[src/include/aec_defines.svh]
// register offsets, field positions, reset values and interrupt vector for the event counter
// Function
// - read-only 8-bit upper up-counter, standalone or high byte
// - upper clock: pin, clock/2/4/8, lower overflow
// - read-only lower counter: pin or clock/2/4/8
// - counters zero on reset, software clearable
// - standby bit 3: 0 halts, resets 1
// - split bit 0: one 16-bit counter, lower select
// - lower edge field picks counted lower pin edges
// - counters advance only while gate is high
// - after reset: 16-bit, lower pin falling edges
// - 16-bit wrap sets upper overflow, keeps counting
// - overflow sets counter request, interrupt when enabled
// - split bit 1: independent, upper select field
// - upper edge field picks counted upper pin edges
// - 8-bit upper wrap sets upper overflow flag
// - 8-bit lower wrap sets lower overflow flag
// - pwm gate off: gate pin gates both
// - gate pin is interrupt source, vector 6
// - gate event sets request, interrupt when enabled
// - gate interrupt edge: rising, falling or both
// - pwm gate on: pwm output gates both
// - pwm edges raise same gate request flag
// - count enable 0 holds count, 1 advances
// - reset control 0 holds counter cleared
// - overflow flag cleared by write 0 after read
`ifndef AEC_DEFINES_SVH
`define AEC_DEFINES_SVH
`define AEC_OFS_UPPER_COUNT 4'h0
`define AEC_OFS_LOWER_COUNT 4'h1
`define AEC_OFS_CLOCK_STOP 4'h2
`define AEC_OFS_CTRL_STATUS 4'h3
`define AEC_OFS_CLOCK_SELECT 4'h4
`define AEC_OFS_EDGE_GATE 4'h5
`define AEC_OFS_PWM_CMP_HI 4'h6
`define AEC_OFS_PWM_CMP_LO 4'h7
`define AEC_OFS_PWM_DAT_HI 4'h8
`define AEC_OFS_PWM_DAT_LO 4'h9
`define AEC_OFS_IRQ_REQ_ONE 4'hA
`define AEC_OFS_IRQ_EN_ONE 4'hB
`define AEC_OFS_IRQ_REQ_TWO 4'hC
`define AEC_OFS_IRQ_EN_TWO 4'hD
`define AEC_RST_CLOCK_STOP 8'hFF
`define AEC_RST_ZERO 8'h00
`define AEC_BIT_STANDBY 3
`define AEC_BIT_OVH 7
`define AEC_BIT_OVL 6
`define AEC_BIT_SPLIT 4
`define AEC_BIT_UPPER_COUNT_ENABLE 3
`define AEC_BIT_CUEL 2
`define AEC_BIT_UPPER_RESET_CONTROL 1
`define AEC_BIT_CRCL 0
`define AEC_BIT_PWM_GATE 0
`define AEC_BIT_REQ 0
`define AEC_SEL_PIN 2'h0
`define AEC_VECTOR_NUM 6
`define AEC_VECTOR_ADDR 16'h000C
`endif

[src/include/aec_pkg.sv]
// shared types for the asynchronous event counter
package aec_pkg;
  typedef logic [7:0] aec_byte_t;
  typedef logic [3:0] aec_addr_t;
  typedef logic [15:0] aec_word_t;
endpackage

[src/design/aec_top.sv]
// asynchronous event counter: two 8-bit counters, pwm gate and register port
//
// The address-and-strobe port and the register offsets were chosen for this implementation.
`timescale 1ns/10ps
`include "aec_defines.svh"
module aec_top (
  input wire logic clk_sys,
  input wire logic rst_n,
  input wire logic clk_en,
  input wire aec_pkg::aec_addr_t reg_addr,
  input wire aec_pkg::aec_byte_t reg_wdata,
  input wire logic reg_wr,
  input wire logic reg_rd,
  output aec_pkg::aec_byte_t reg_rdata,
  input wire logic upper_event_pin,
  input wire logic lower_event_pin,
  input wire logic gate_pin,
  output logic internal_gate_pwm_out,
  output logic counter_irq,
  output logic gate_irq
);
  import aec_pkg::*;

  // edge match: 00 falling, 01 rising, 1x both
  function automatic logic edge_hit(input logic [1:0] sel, input logic rise, input logic fall);
    logic hit;
    hit = 1'b0;
    if (sel[1]) begin
      hit = rise | fall;
    end else if (sel[0]) begin
      hit = rise;
    end else begin
      hit = fall;
    end
    return hit;
  endfunction

  // one-cycle tick every 2^n system clocks, taken from the free divider
  function automatic logic div_tick(input logic [5:0] div, input logic [2:0] n);
    logic [5:0] mask;
    mask = 6'h3F >> (3'h6 - n);
    return (div & mask) == mask;
  endfunction

  // counter source: pin event or system clock / 2, 4, 8
  function automatic logic src_tick(input logic [1:0] sel, input logic pin_evt,
                                    input logic [5:0] div);
    logic t;
    t = 1'b0;
    unique case (sel)
      2'h0: t = pin_evt;
      2'h1: t = div_tick(div, 3'h1);
      2'h2: t = div_tick(div, 3'h2);
      2'h3: t = div_tick(div, 3'h3);
    endcase
    return t;
  endfunction

  aec_byte_t upper_counter_reg;
  aec_byte_t lower_counter_reg;
  aec_byte_t clock_stop_reg;
  aec_byte_t ctrl_status_reg;
  aec_byte_t clock_select_reg;
  aec_byte_t edge_gate_reg;
  aec_word_t pwm_compare_reg;
  aec_word_t pwm_data_reg;
  aec_word_t pwm_count_reg;
  logic gate_request_flag_reg;
  logic gate_irq_enable_reg;
  logic counter_request_flag_reg;
  logic counter_irq_enable_reg;
  logic ovh_armed_reg;
  logic ovl_armed_reg;
  logic [5:0] div_reg;
  logic [1:0] upper_sync_reg;
  logic [1:0] lower_sync_reg;
  logic [1:0] gate_sync_reg;
  logic upper_prev_reg;
  logic lower_prev_reg;
  logic gate_prev_reg;
  logic pwm_prev_reg;

  logic running;
  logic split;
  logic pwm_gate_en;
  logic gate_level;
  logic upper_pin_evt;
  logic lower_pin_evt;
  logic lower_tick;
  logic lower_wrap;
  logic upper_src;
  logic upper_tick;
  logic upper_wrap;
  logic gate_event;
  logic pwm_src_tick;
  logic [2:0] pwm_div_n;
  logic wr_ctrl;
  logic rd_ctrl;

  assign running = clock_stop_reg[`AEC_BIT_STANDBY];
  assign split = ctrl_status_reg[`AEC_BIT_SPLIT];
  assign pwm_gate_en = edge_gate_reg[`AEC_BIT_PWM_GATE];
  assign wr_ctrl = reg_wr && (reg_addr == `AEC_OFS_CTRL_STATUS);
  assign rd_ctrl = reg_rd && (reg_addr == `AEC_OFS_CTRL_STATUS);

  // pins are asynchronous: two flops before any logic looks at them
  always_ff @(posedge clk_sys or negedge rst_n) begin
    if (!rst_n) begin
      upper_sync_reg <= 2'h0;
      lower_sync_reg <= 2'h0;
      gate_sync_reg <= 2'h0;
    end else if (clk_en) begin
      upper_sync_reg <= {upper_sync_reg[0], upper_event_pin};
      lower_sync_reg <= {lower_sync_reg[0], lower_event_pin};
      gate_sync_reg <= {gate_sync_reg[0], gate_pin};
    end
  end

  // previous levels for edge detection: pins from the second stage, gate from gate_level, pwm from its output
  always_ff @(posedge clk_sys or negedge rst_n) begin
    if (!rst_n) begin
      upper_prev_reg <= 1'b0;
      lower_prev_reg <= 1'b0;
      gate_prev_reg <= 1'b0;
      pwm_prev_reg <= 1'b0;
    end else if (clk_en) begin
      upper_prev_reg <= upper_sync_reg[1];
      lower_prev_reg <= lower_sync_reg[1];
      gate_prev_reg <= gate_level;
      pwm_prev_reg <= internal_gate_pwm_out;
    end
  end

  // pin events through the edge select fields
  assign lower_pin_evt = edge_hit(edge_gate_reg[5:4], lower_sync_reg[1] & ~lower_prev_reg,
                                  ~lower_sync_reg[1] & lower_prev_reg);
  assign upper_pin_evt = edge_hit(edge_gate_reg[7:6], upper_sync_reg[1] & ~upper_prev_reg,
                                  ~upper_sync_reg[1] & upper_prev_reg);

  // gate source: the pin, or the pwm output when pwm gating is on
  assign gate_level = pwm_gate_en ? internal_gate_pwm_out : gate_sync_reg[1];
  assign gate_event = edge_hit(edge_gate_reg[3:2], gate_level & ~gate_prev_reg,
                               ~gate_level & gate_prev_reg);

  // free divider for the prescaled clocks; stops in standby to save power
  always_ff @(posedge clk_sys or negedge rst_n) begin
    if (!rst_n) begin
      div_reg <= 6'h00;
    end else if (clk_en && running) begin
      div_reg <= div_reg + 6'h01;
    end
  end

  // lower counter clock and wrap
  assign lower_tick = running && gate_level && ctrl_status_reg[`AEC_BIT_CUEL]
    && ctrl_status_reg[`AEC_BIT_CRCL]
    && src_tick(clock_select_reg[5:4], lower_pin_evt, div_reg);
  assign lower_wrap = lower_tick && (lower_counter_reg == 8'hFF);

  // upper clock: lower overflow when cascaded, own select when split
  assign upper_src = split ? src_tick(clock_select_reg[7:6], upper_pin_evt, div_reg)
                           : lower_wrap;
  assign upper_tick = running && gate_level && ctrl_status_reg[`AEC_BIT_UPPER_COUNT_ENABLE]
    && ctrl_status_reg[`AEC_BIT_UPPER_RESET_CONTROL] && upper_src;
  assign upper_wrap = upper_tick && (upper_counter_reg == 8'hFF);

  // lower counter
  always_ff @(posedge clk_sys or negedge rst_n) begin
    if (!rst_n) begin
      lower_counter_reg <= `AEC_RST_ZERO;
    end else if (clk_en) begin
      if (!ctrl_status_reg[`AEC_BIT_CRCL]) begin
        lower_counter_reg <= `AEC_RST_ZERO;
      end else if (lower_tick) begin
        lower_counter_reg <= lower_counter_reg + 8'h01;
      end
    end
  end

  // upper counter; in cascade it carries the high byte
  always_ff @(posedge clk_sys or negedge rst_n) begin
    if (!rst_n) begin
      upper_counter_reg <= `AEC_RST_ZERO;
    end else if (clk_en) begin
      if (!ctrl_status_reg[`AEC_BIT_UPPER_RESET_CONTROL]) begin
        upper_counter_reg <= `AEC_RST_ZERO;
      end else if (upper_tick) begin
        upper_counter_reg <= upper_counter_reg + 8'h01;
      end
    end
  end

  // control/status: set of an overflow flag wins over a clearing write
  always_ff @(posedge clk_sys or negedge rst_n) begin
    if (!rst_n) begin
      ctrl_status_reg <= `AEC_RST_ZERO;
    end else if (clk_en) begin
      if (wr_ctrl) begin
        ctrl_status_reg[5:0] <= reg_wdata[5:0];
      end
      if (upper_wrap) begin
        ctrl_status_reg[`AEC_BIT_OVH] <= 1'b1;
      end else if (wr_ctrl && ovh_armed_reg && !reg_wdata[`AEC_BIT_OVH]) begin
        ctrl_status_reg[`AEC_BIT_OVH] <= 1'b0;
      end
      if (lower_wrap && split) begin
        ctrl_status_reg[`AEC_BIT_OVL] <= 1'b1;
      end else if (wr_ctrl && ovl_armed_reg && !reg_wdata[`AEC_BIT_OVL]) begin
        ctrl_status_reg[`AEC_BIT_OVL] <= 1'b0;
      end
    end
  end

  // a flag read as one arms its clear; any write to the register disarms
  always_ff @(posedge clk_sys or negedge rst_n) begin
    if (!rst_n) begin
      ovh_armed_reg <= 1'b0;
      ovl_armed_reg <= 1'b0;
    end else if (clk_en) begin
      if (rd_ctrl) begin
        ovh_armed_reg <= ctrl_status_reg[`AEC_BIT_OVH];
        ovl_armed_reg <= ctrl_status_reg[`AEC_BIT_OVL];
      end else if (wr_ctrl) begin
        ovh_armed_reg <= 1'b0;
        ovl_armed_reg <= 1'b0;
      end
    end
  end

  // plain configuration registers
  always_ff @(posedge clk_sys or negedge rst_n) begin
    if (!rst_n) begin
      clock_stop_reg <= `AEC_RST_CLOCK_STOP;
      clock_select_reg <= `AEC_RST_ZERO;
      edge_gate_reg <= `AEC_RST_ZERO;
    end else if (clk_en && reg_wr) begin
      if (reg_addr == `AEC_OFS_CLOCK_STOP) begin
        clock_stop_reg <= reg_wdata;
      end
      if (reg_addr == `AEC_OFS_CLOCK_SELECT) begin
        clock_select_reg <= reg_wdata;
      end
      if (reg_addr == `AEC_OFS_EDGE_GATE) begin
        edge_gate_reg <= reg_wdata;
      end
    end
  end

  // pwm compare and data; software must keep data below compare
  always_ff @(posedge clk_sys or negedge rst_n) begin
    if (!rst_n) begin
      pwm_compare_reg <= 16'h0000;
      pwm_data_reg <= 16'h0000;
    end else if (clk_en && reg_wr) begin
      if (reg_addr == `AEC_OFS_PWM_CMP_HI) begin
        pwm_compare_reg[15:8] <= reg_wdata;
      end
      if (reg_addr == `AEC_OFS_PWM_CMP_LO) begin
        pwm_compare_reg[7:0] <= reg_wdata;
      end
      if (reg_addr == `AEC_OFS_PWM_DAT_HI) begin
        pwm_data_reg[15:8] <= reg_wdata;
      end
      if (reg_addr == `AEC_OFS_PWM_DAT_LO) begin
        pwm_data_reg[7:0] <= reg_wdata;
      end
    end
  end

  // pwm source clock: /2 .. /64; codes 6 and 7 repeat /32 and /64
  assign pwm_div_n = clock_select_reg[3] ? {2'h2, clock_select_reg[1]} + 3'h1
                                         : clock_select_reg[3:1] + 3'h1;
  assign pwm_src_tick = div_tick(div_reg, pwm_div_n);

  // pwm period counter: runs 0..compare while pwm gating is enabled
  always_ff @(posedge clk_sys or negedge rst_n) begin
    if (!rst_n) begin
      pwm_count_reg <= 16'h0000;
    end else if (clk_en) begin
      if (!pwm_gate_en) begin
        pwm_count_reg <= 16'h0000;
      end else if (pwm_src_tick && running) begin
        if (pwm_count_reg >= pwm_compare_reg) begin
          pwm_count_reg <= 16'h0000;
        end else begin
          pwm_count_reg <= pwm_count_reg + 16'h0001;
        end
      end
    end
  end

  // pwm output registered: low for data+1 periods, then high till wrap
  always_ff @(posedge clk_sys or negedge rst_n) begin
    if (!rst_n) begin
      internal_gate_pwm_out <= 1'b0;
    end else if (clk_en) begin
      internal_gate_pwm_out <= pwm_gate_en && (pwm_count_reg > pwm_data_reg);
    end
  end

  // gate interrupt request, set wins over a clearing write
  always_ff @(posedge clk_sys or negedge rst_n) begin
    if (!rst_n) begin
      gate_request_flag_reg <= 1'b0;
      gate_irq_enable_reg <= 1'b0;
    end else if (clk_en) begin
      if (reg_wr && reg_addr == `AEC_OFS_IRQ_EN_ONE) begin
        gate_irq_enable_reg <= reg_wdata[`AEC_BIT_REQ];
      end
      if (gate_event && running) begin
        gate_request_flag_reg <= 1'b1;
      end else if (reg_wr && reg_addr == `AEC_OFS_IRQ_REQ_ONE && !reg_wdata[`AEC_BIT_REQ]) begin
        gate_request_flag_reg <= 1'b0;
      end
    end
  end

  // counter interrupt request on any overflow
  always_ff @(posedge clk_sys or negedge rst_n) begin
    if (!rst_n) begin
      counter_request_flag_reg <= 1'b0;
      counter_irq_enable_reg <= 1'b0;
    end else if (clk_en) begin
      if (reg_wr && reg_addr == `AEC_OFS_IRQ_EN_TWO) begin
        counter_irq_enable_reg <= reg_wdata[`AEC_BIT_REQ];
      end
      if (upper_wrap || (lower_wrap && split)) begin
        counter_request_flag_reg <= 1'b1;
      end else if (reg_wr && reg_addr == `AEC_OFS_IRQ_REQ_TWO && !reg_wdata[`AEC_BIT_REQ]) begin
        counter_request_flag_reg <= 1'b0;
      end
    end
  end

  // interrupt lines to the processor, registered
  always_ff @(posedge clk_sys or negedge rst_n) begin
    if (!rst_n) begin
      counter_irq <= 1'b0;
      gate_irq <= 1'b0;
    end else if (clk_en) begin
      counter_irq <= counter_request_flag_reg && counter_irq_enable_reg;
      gate_irq <= gate_request_flag_reg && gate_irq_enable_reg;
    end
  end

  // read data stand only in the cycle after the strobe; unmapped reads zero
  always_ff @(posedge clk_sys or negedge rst_n) begin
    if (!rst_n) begin
      reg_rdata <= 8'h00;
    end else if (clk_en) begin
      reg_rdata <= 8'h00;
      if (reg_rd) begin
        unique case (reg_addr)
          `AEC_OFS_UPPER_COUNT: reg_rdata <= upper_counter_reg;
          `AEC_OFS_LOWER_COUNT: reg_rdata <= lower_counter_reg;
          `AEC_OFS_CLOCK_STOP: reg_rdata <= clock_stop_reg;
          `AEC_OFS_CTRL_STATUS: reg_rdata <= ctrl_status_reg;
          `AEC_OFS_CLOCK_SELECT: reg_rdata <= clock_select_reg;
          `AEC_OFS_EDGE_GATE: reg_rdata <= edge_gate_reg;
          `AEC_OFS_PWM_CMP_HI: reg_rdata <= pwm_compare_reg[15:8];
          `AEC_OFS_PWM_CMP_LO: reg_rdata <= pwm_compare_reg[7:0];
          `AEC_OFS_PWM_DAT_HI: reg_rdata <= pwm_data_reg[15:8];
          `AEC_OFS_PWM_DAT_LO: reg_rdata <= pwm_data_reg[7:0];
          `AEC_OFS_IRQ_REQ_ONE: reg_rdata <= {7'h00, gate_request_flag_reg};
          `AEC_OFS_IRQ_EN_ONE: reg_rdata <= {7'h00, gate_irq_enable_reg};
          `AEC_OFS_IRQ_REQ_TWO: reg_rdata <= {7'h00, counter_request_flag_reg};
          `AEC_OFS_IRQ_EN_TWO: reg_rdata <= {7'h00, counter_irq_enable_reg};
          default: reg_rdata <= 8'h00;
        endcase
      end
    end
  end

endmodule // aec_top

[config.mk]
export PLATFORM = sky130hd
export DESIGN_NAME = aec_top
export DESIGN_NICKNAME = d
export VERILOG_FILES = /design/src/include/aec_pkg.sv /design/src/design/aec_top.sv
export VERILOG_INCLUDE_DIRS = /design/src /design/src/include
export SDC_FILE = /design/constraint.sdc
export NUM_CORES = 1
export LEC_CHECK = 0
export ABC_AREA = 1
export BUFFER_PORTS_ARGS = -buffer_cell sky130_fd_sc_hd__buf_2
export CORE_ASPECT_RATIO = 1.5
export CORE_MARGIN = 2
export CORE_UTILIZATION = 47
export CTS_CLUSTER_DIAMETER = 50
export DETAILED_ROUTE_END_ITERATION = 8
export PLACE_DENSITY = 0.66
export RECOVER_POWER = 100
export SETUP_SLACK_MARGIN = 0.5
export SYNTH_ARGS = -nofsm -noshare
export SYNTH_HDL_FRONTEND = slang
export SYNTH_SLANG_ARGS = --single-unit
[constraint.sdc]
create_clock -name clk_sys -period 2.2 [get_ports clk_sys]
set_clock_uncertainty 0.1 [all_clocks]
set_input_delay 0.44 -clock clk_sys [delete_from_list [all_inputs] [get_ports clk_sys]]
set_output_delay 0.44 -clock clk_sys [all_outputs]
set_load 0.1 [all_outputs]
==> results of run 1 <==
==> worst min-delay path, delay by kind of cell <==
kind          cells  cell delay, ns
buf+inv           1            0.08
simple gates      2            0.09
==> final timing paths <==
path | to | slack, ns
min in group asynchronous | reg_rdata[3] | 0.67
min reg2reg | reg_rdata[0] | 0.38
max reg2reg | pwm_count_reg[10] | -0.12
max | pwm_count_reg[10] | -0.12
min | gate_sync_reg[0] | 0.12
max in group asynchronous | div_reg[1] | 0.20
==> per-layer routing <==
layer,routed length [um],track usage,vias up
met4,1380,0.149,0
li1,-,-,3325
met5,0,0,-
met2,12000,0.516,246
met1,8650,0.318,3292
met3,1100,0.0535,91
==> kinds of logic (layout without fill, tap and decap cells) <==
kind of cell / Yosys count / count (layout) / share of synthesized area
adders and majority gates: 47 / 47 / 0.0790
and+or+nand+nor: 448 / 449 / 0.255
muxes: 1 / 1 / 0.00151
DFF: 128 / 128 / 0.432
buffers and inverters: 150 / 253 / 0.0804
xor gates and xnor gates: 26 / 26 / 0.0306
AOI/OAI and AO/OA: 166 / 166 / 0.122
==> repair_timing <==
item                                   4_1_cts  5_1_grt
hold buffers                                 1        0
pin swaps                                   47       47
endpoints found under the hold margin       39        0
setup endpoints to repair                   47       40
cloned                                       2        0
setup buffers                               17        4
gates resized for setup                     89       71
==> final cells by class <==
class / instances / area [um^2]
multi-input cells: 689 / 4070
repair buffers: 90 / 664
flip-flops and latches: 128 / 3220
clock inverters: 5 / 75.1
fillers: 1455 / 6250
well taps: 203 / 254
clock buffers: 26 / 519
inverters: 131 / 502
repair inverters: 1 / 7.51
==> power groups by stage <==
stage | combinational (W) | clock [W] | sequential (W)
finish | 0.00198 | 0.00285 | 0.00299
CTS | 0.00186 | 0.00287 | 0.00297
global route | 0.00216 | 0.00297 | 0.00303
detailed placement | 0.00154 | 0 | 0.00300
global placement | 0.00150 | 0 | 0.00300
floorplan | 0.000921 | 0 | 0.00305
==> stage by stage <==
step	setup slack, ns	area (um^2)	setup TNS, ns	hold WS (ns)
after floorplan	0.0135	7470	0	0.0444
after global placement	-0.148	8080	-1.75	0.292
after detailed placement	-0.203	8080	-2.61	0.291
after CTS	-0.102	9160	-1.30	0.113
after global routing	-0.249	9310	-5.53	0.126
final	-0.121	9310	-1.66	0.122
==> cells in the final DEF, fill, tap and decap left out, types with 3 or more instances in the layout <==
master and count:
buf_4 32, nor2_2 6, a21oi_2 4, nand2_1 255
buf_6 15, o21ai_0 91, o21ai_2 6, a21oi_4 3
dfstp_2 7, xnor2_1 5, o22ai_1 17, clkbuf_2 13
nand2_4 4, clkbuf_16 17, inv_2 12, nand3_2 15
nand4_1 7, ha_4 11, ha_1 34, nand3_1 53
a21oi_1 18, clkinv_2 3, inv_1 114, nor3_1 19
o21bai_1 3, xor2_1 21, dfrtp_1 117, clkbuf_8 6
clkbuf_1 11, o21ai_1 13, nand2_2 21, nor2_4 5
buf_2 16, nor2_1 53, o211ai_1 3
==> results.yml, run 1 <==
status:
  outcome: "finished with violations"
  violations: "negative setup slack"
timing:
  rsz0062_at_grt: "yes"
  finalHoldViolCount: 0
  fin_ws_ns: -0.121
  finalSetupViolations: 19
  fin_crit_ns: 2.32
  fin_crit_sh: 1.05
  max-slew-margin-rel: 0.227
  tightest_slew_ns: 1.16
  timing.fmax_mhz: 431
  maxSlewViolCount: 0
cts:
  clk_path_buf_depth: 2
  clk_latency_ns: 0.43
  clk_pin_slew_ns: 0.05
  htreeDepth: 4
  cts_inserted_buffers: 17
  cts_tree: "done"
  cts_root_buffer: "clkbuf_16"
  cts_sinks: 128
global_routing:
  grt_overflow: 0
  antenna_found_initial: 0
  grt_usage: 0.286
  grt_pass1_wl_mm: 36.2
  grt_max_degree: 48
  grt_pass1_vias: 6858
detailed_routing:
  first_pass_iters: 5
  drt_iter0_markers: 402
  drc: 0
  wl_per_cell_um: 18.2
  ant_nets: 0
  num_vias: 6954
  vias_per_cell: 5.46
  wirelength_mm: 23.2
synth:
  ys_top_cells_by_area: "dfrtp_1, nand2_1, ha_1"
  synth_top_area_frac: 0.404
  yosysTopAreaCell: "dfrtp_1"
  syn-num-nets: 1033
  yosysWarnings: 0
  synth_flop_cell: "dfrtp_1"
  synth_common_cells: "nand2_1, inv_1, dfrtp_1"
  async_reset_ff_frac: 1.00
  synth-edff-count: 0
  syn_avg_cell_area_um2: 7.70
  synth_area_um2: 7440
  yosysSeqAreaShare: 0.432
  synth.distinct_cells: 41
  synth-seq-cells: 128
  netlist_instances: 966
  yosysMostFrequentCell: "nand2_1"
layout:
  area_growth_pct: 25.1
  diodes: 0
  finalNetCount: 1125
  drive_gt1_frac: 0.208
  fin_util: 0.598
  stdcell_count: 1273
min_path:
  holdCritPathClass: "input port to register"
  min_from: "gate_pin"
  whs_path_depth: 3
die:
  core_um2: 15600
  die_w_um: 107
  rows: 56
  top_level_ports: 31
  die_area_um2: 16900
  start_util: 0.478
  die_h_um: 158
critical_path:
  cp-end-kind: "register"
  critPathMaxStageDelay_ns: 0.38
  crit_chain: "ha_1, nand2_1, o21ai_2, ha_2, inv_2, ha_4, o21ai_1, a21oi_1, nand2_2, nand2_4, nand2_4, buf_6, nor2_4, nand3_1, nand2_1"
  cp_top_family: "adder cells"
  rr_worst_depth: 15
  crit_buf_inv: 2
  arrival_ns: 2.59
  slowest_stage: "dfrtp_1"
  crit_required_ns: 2.47
  worstSetupStartpoint: "clock_select_reg[2]"
  start_kind: "register"
  worst-path-stages: 15
  r2r-start: "clock_select_reg[2]"
  cp_max_fo: 8
  crit_type: "register to register"
pwr:
  totalPowerFinal_w: 0.00782
  p_leak_nw: 4.49
  power_frac_comb: 0.253
  switchingPower_w: 0.00256
  power_density_nw_per_um2: 840
  p_int_w: 0.00526
  switching_share: 0.327
  peakVddDrop_uv: 549
  p_clk_frac: 0.365
  seqPwrFrac: 0.382
run:
  max_cap_viol_count: 0
placed_design:
  place_hpwl_mm: 16.7
  portBuffers: 30
  gp_congestion: 0.986
  dp_cells: 1218
Note: power is estimated with default switching activity, not from simulation.
==> run 2: changes to the inputs <==
Settings changed: CORE_UTILIZATION 47 to 53, CTS_BUF_LIST from default to sky130_fd_sc_hd__clkbuf_4, PLACE_DENSITY 0.66 to 0.7.
Clock period 2.2 ns to 2.19 ns, I/O delays scaled along.
==> run 2 against run 1 <==
- the flow still finishes with violations (negative setup slack)
- sequential power about the same
- combinational power down 3%
- design area down 3.8%
- global-route usage up 2.5 points
- fmax down 6.7%
- routed wire length down 1.1%
- utilization up 4.8 points
- register-to-register slack worse by 0.18 ns
- power down 15%
- largest cell class unchanged
- highest routed layer unchanged
==> results.yml, run 2 (same netlist as run 1, synthesis figures left out) <==
die:
  core_um2: 13900
  die_area_um2: 15000
  top_level_ports: 31
  rows: 53
  start_util: 0.537
  die_w_um: 101
  die_h_um: 149
pwr:
  peakVddDrop_uv: 591
  p_leak_nw: 4.41
  power_density_nw_per_um2: 738
cts:
  clk_path_buf_depth: 2
  cts_sinks: 128
  clk_latency_ns: 0.56
  cts_inserted_buffers: 17
  cts_tree: "done"
  htreeDepth: 4
  clk_pin_slew_ns: 0.12
  cts_root_buffer: "clkbuf_4"
timing:
  rsz0062_at_grt: "yes"
  timing.fmax_mhz: 402
  fin_ws_ns: -0.299
  finalHoldViolCount: 0
  finalSetupViolations: 36
  fin_crit_ns: 2.49
  maxSlewViolCount: 0
  tightest_slew_ns: 1.20
  max-slew-margin-rel: 0.199
  fin_crit_sh: 1.14
  tns_ns: -6.37
placed_design:
  gp_congestion: 0.940
  dp_cells: 1178
  place_hpwl_mm: 16.6
  portBuffers: 30
critical_path:
  crit_type: "register to register"
  start_kind: "register"
  critPathMaxStageDelay_ns: 0.86
  rr_worst_depth: 6
  slowest_stage: "o21ai_0"
  cp-end-kind: "register"
  arrival_ns: 2.89
  cp_max_fo: 5
  crit_chain: "o21ai_0, nand3_1, a21oi_4, nand2_4, or2_0, nand2_1"
  worst-path-stages: 6
  crit_required_ns: 2.59
  cp_top_family: "compound AO/OA/AOI/OAI gates"
  crit_buf_inv: 0
layout:
  stdcell_count: 1243
  multi_input_area_um2: 4030
  drive_gt1_frac: 0.201
  area_growth_pct: 20.4
  final_common_cell: "nand2_1"
  regArea_um2: 3220
  finalNetCount: 1131
  fill_cells: 1187
  layout_common_cells: "nand2_1, dfrtp_1, inv_1"
global_routing:
  grt_use_met1: 0.341
  antenna_found_initial: 1
  busiest_layer: "met2"
  grt_max_degree: 48
  grtUsageMet3: 0.0534
  grt_usage: 0.311
  grt_overflow: 0
  grt_use_met2: 0.539
  grt_pass1_wl_mm: 34.7
  grt_pass1_vias: 6611
detailed_routing:
  drc: 0
  first_pass_iters: 5
  ant_nets: 0
  wl_per_cell_um: 18.4
  wirelength_mm: 22.9
  num_vias: 7035
  vias_per_cell: 5.66
  drt_iter0_markers: 466
status:
  violations: "negative setup slack"
  outcome: "finished with violations"
min_path:
  holdCritPathClass: "input port to register"
  whs_path_depth: 3
run:
  max_cap_viol_count: 0
[run 2: final timing paths]
| kind | startpoint | end | slack, ns |
|---|---|---|---|
| max in group asynchronous | rst_n | clock_stop_reg[5] | 0.30 |
| min in group asynchronous | rst_n | reg_rdata[5] | 0.55 |
| hold / removal | reg_rd | ovh_armed_reg | 0.06 |
| hold reg to reg | reg_rdata[0] | reg_rdata[0] | 0.39 |
| setup reg to reg | edge_gate_reg[0] | counter_request_flag_reg | -0.30 |
| setup / recovery | edge_gate_reg[0] | counter_request_flag_reg | -0.30 |
[run 2: metal layers]
metal	share of wire	vias up
met2	0.52	289
met5	0	-
met1	0.35	3312
met4	0.071	0
met3	0.053	93
li1	-	3341
[run 2: what timing repair did]
action,4_1_cts,5_1_grt
hold buffers,4,0
hold endpoints to repair,42,0
resized for setup,102,65
endpoints found under the setup margin,48,49
pin swaps,33,39
cloned,2,0
setup buffers,14,12
[run 2: layout make-up]
type                            count  area share
Multi-Input combinational cell    689       0.450
Sequential cell                   128       0.359
Timing Repair Buffer               97      0.0793
Inverter                          131      0.0560
Tap cell                          165      0.0230
Clock buffer                       20      0.0168
Clock inverter                     12      0.0159
Antenna cell                        1    0.000279
[run 2: power breakdown]
part | total, W | switching (W) | internal [W]
Sequential | 0.00297 | 0.000265 | 0.00271
Clock | 0.00172 | 0.000904 | 0.000816
Combinational | 0.00192 | 0.00124 | 0.000684
Total | 0.00661 | 0.00240 | 0.00421
[run 2: worst min-delay path: stages]
cell     delay [ns]
buf_2          0.10
nand3_1        0.07
o21ai_0        0.07
[run 2: through the flow]
stage / hold slack (ns) / cell area [um^2] / utilization / setup slack [ns] / power, W
global route: 0.0577 / 8960 / 0.646 / -0.295 / 0.00694
global placement: 0.303 / 8010 / 0.578 / -0.186 / 0.00451
floorplan: 0.0424 / 7470 / - / 0.00349 / 0.00399
detailed placement: 0.304 / 8010 / 0.578 / -0.266 / 0.00456
finish: 0.0584 / 8960 / 0.646 / -0.299 / 0.00661
CTS: 0.0302 / 8870 / 0.640 / -0.158 / 0.00654
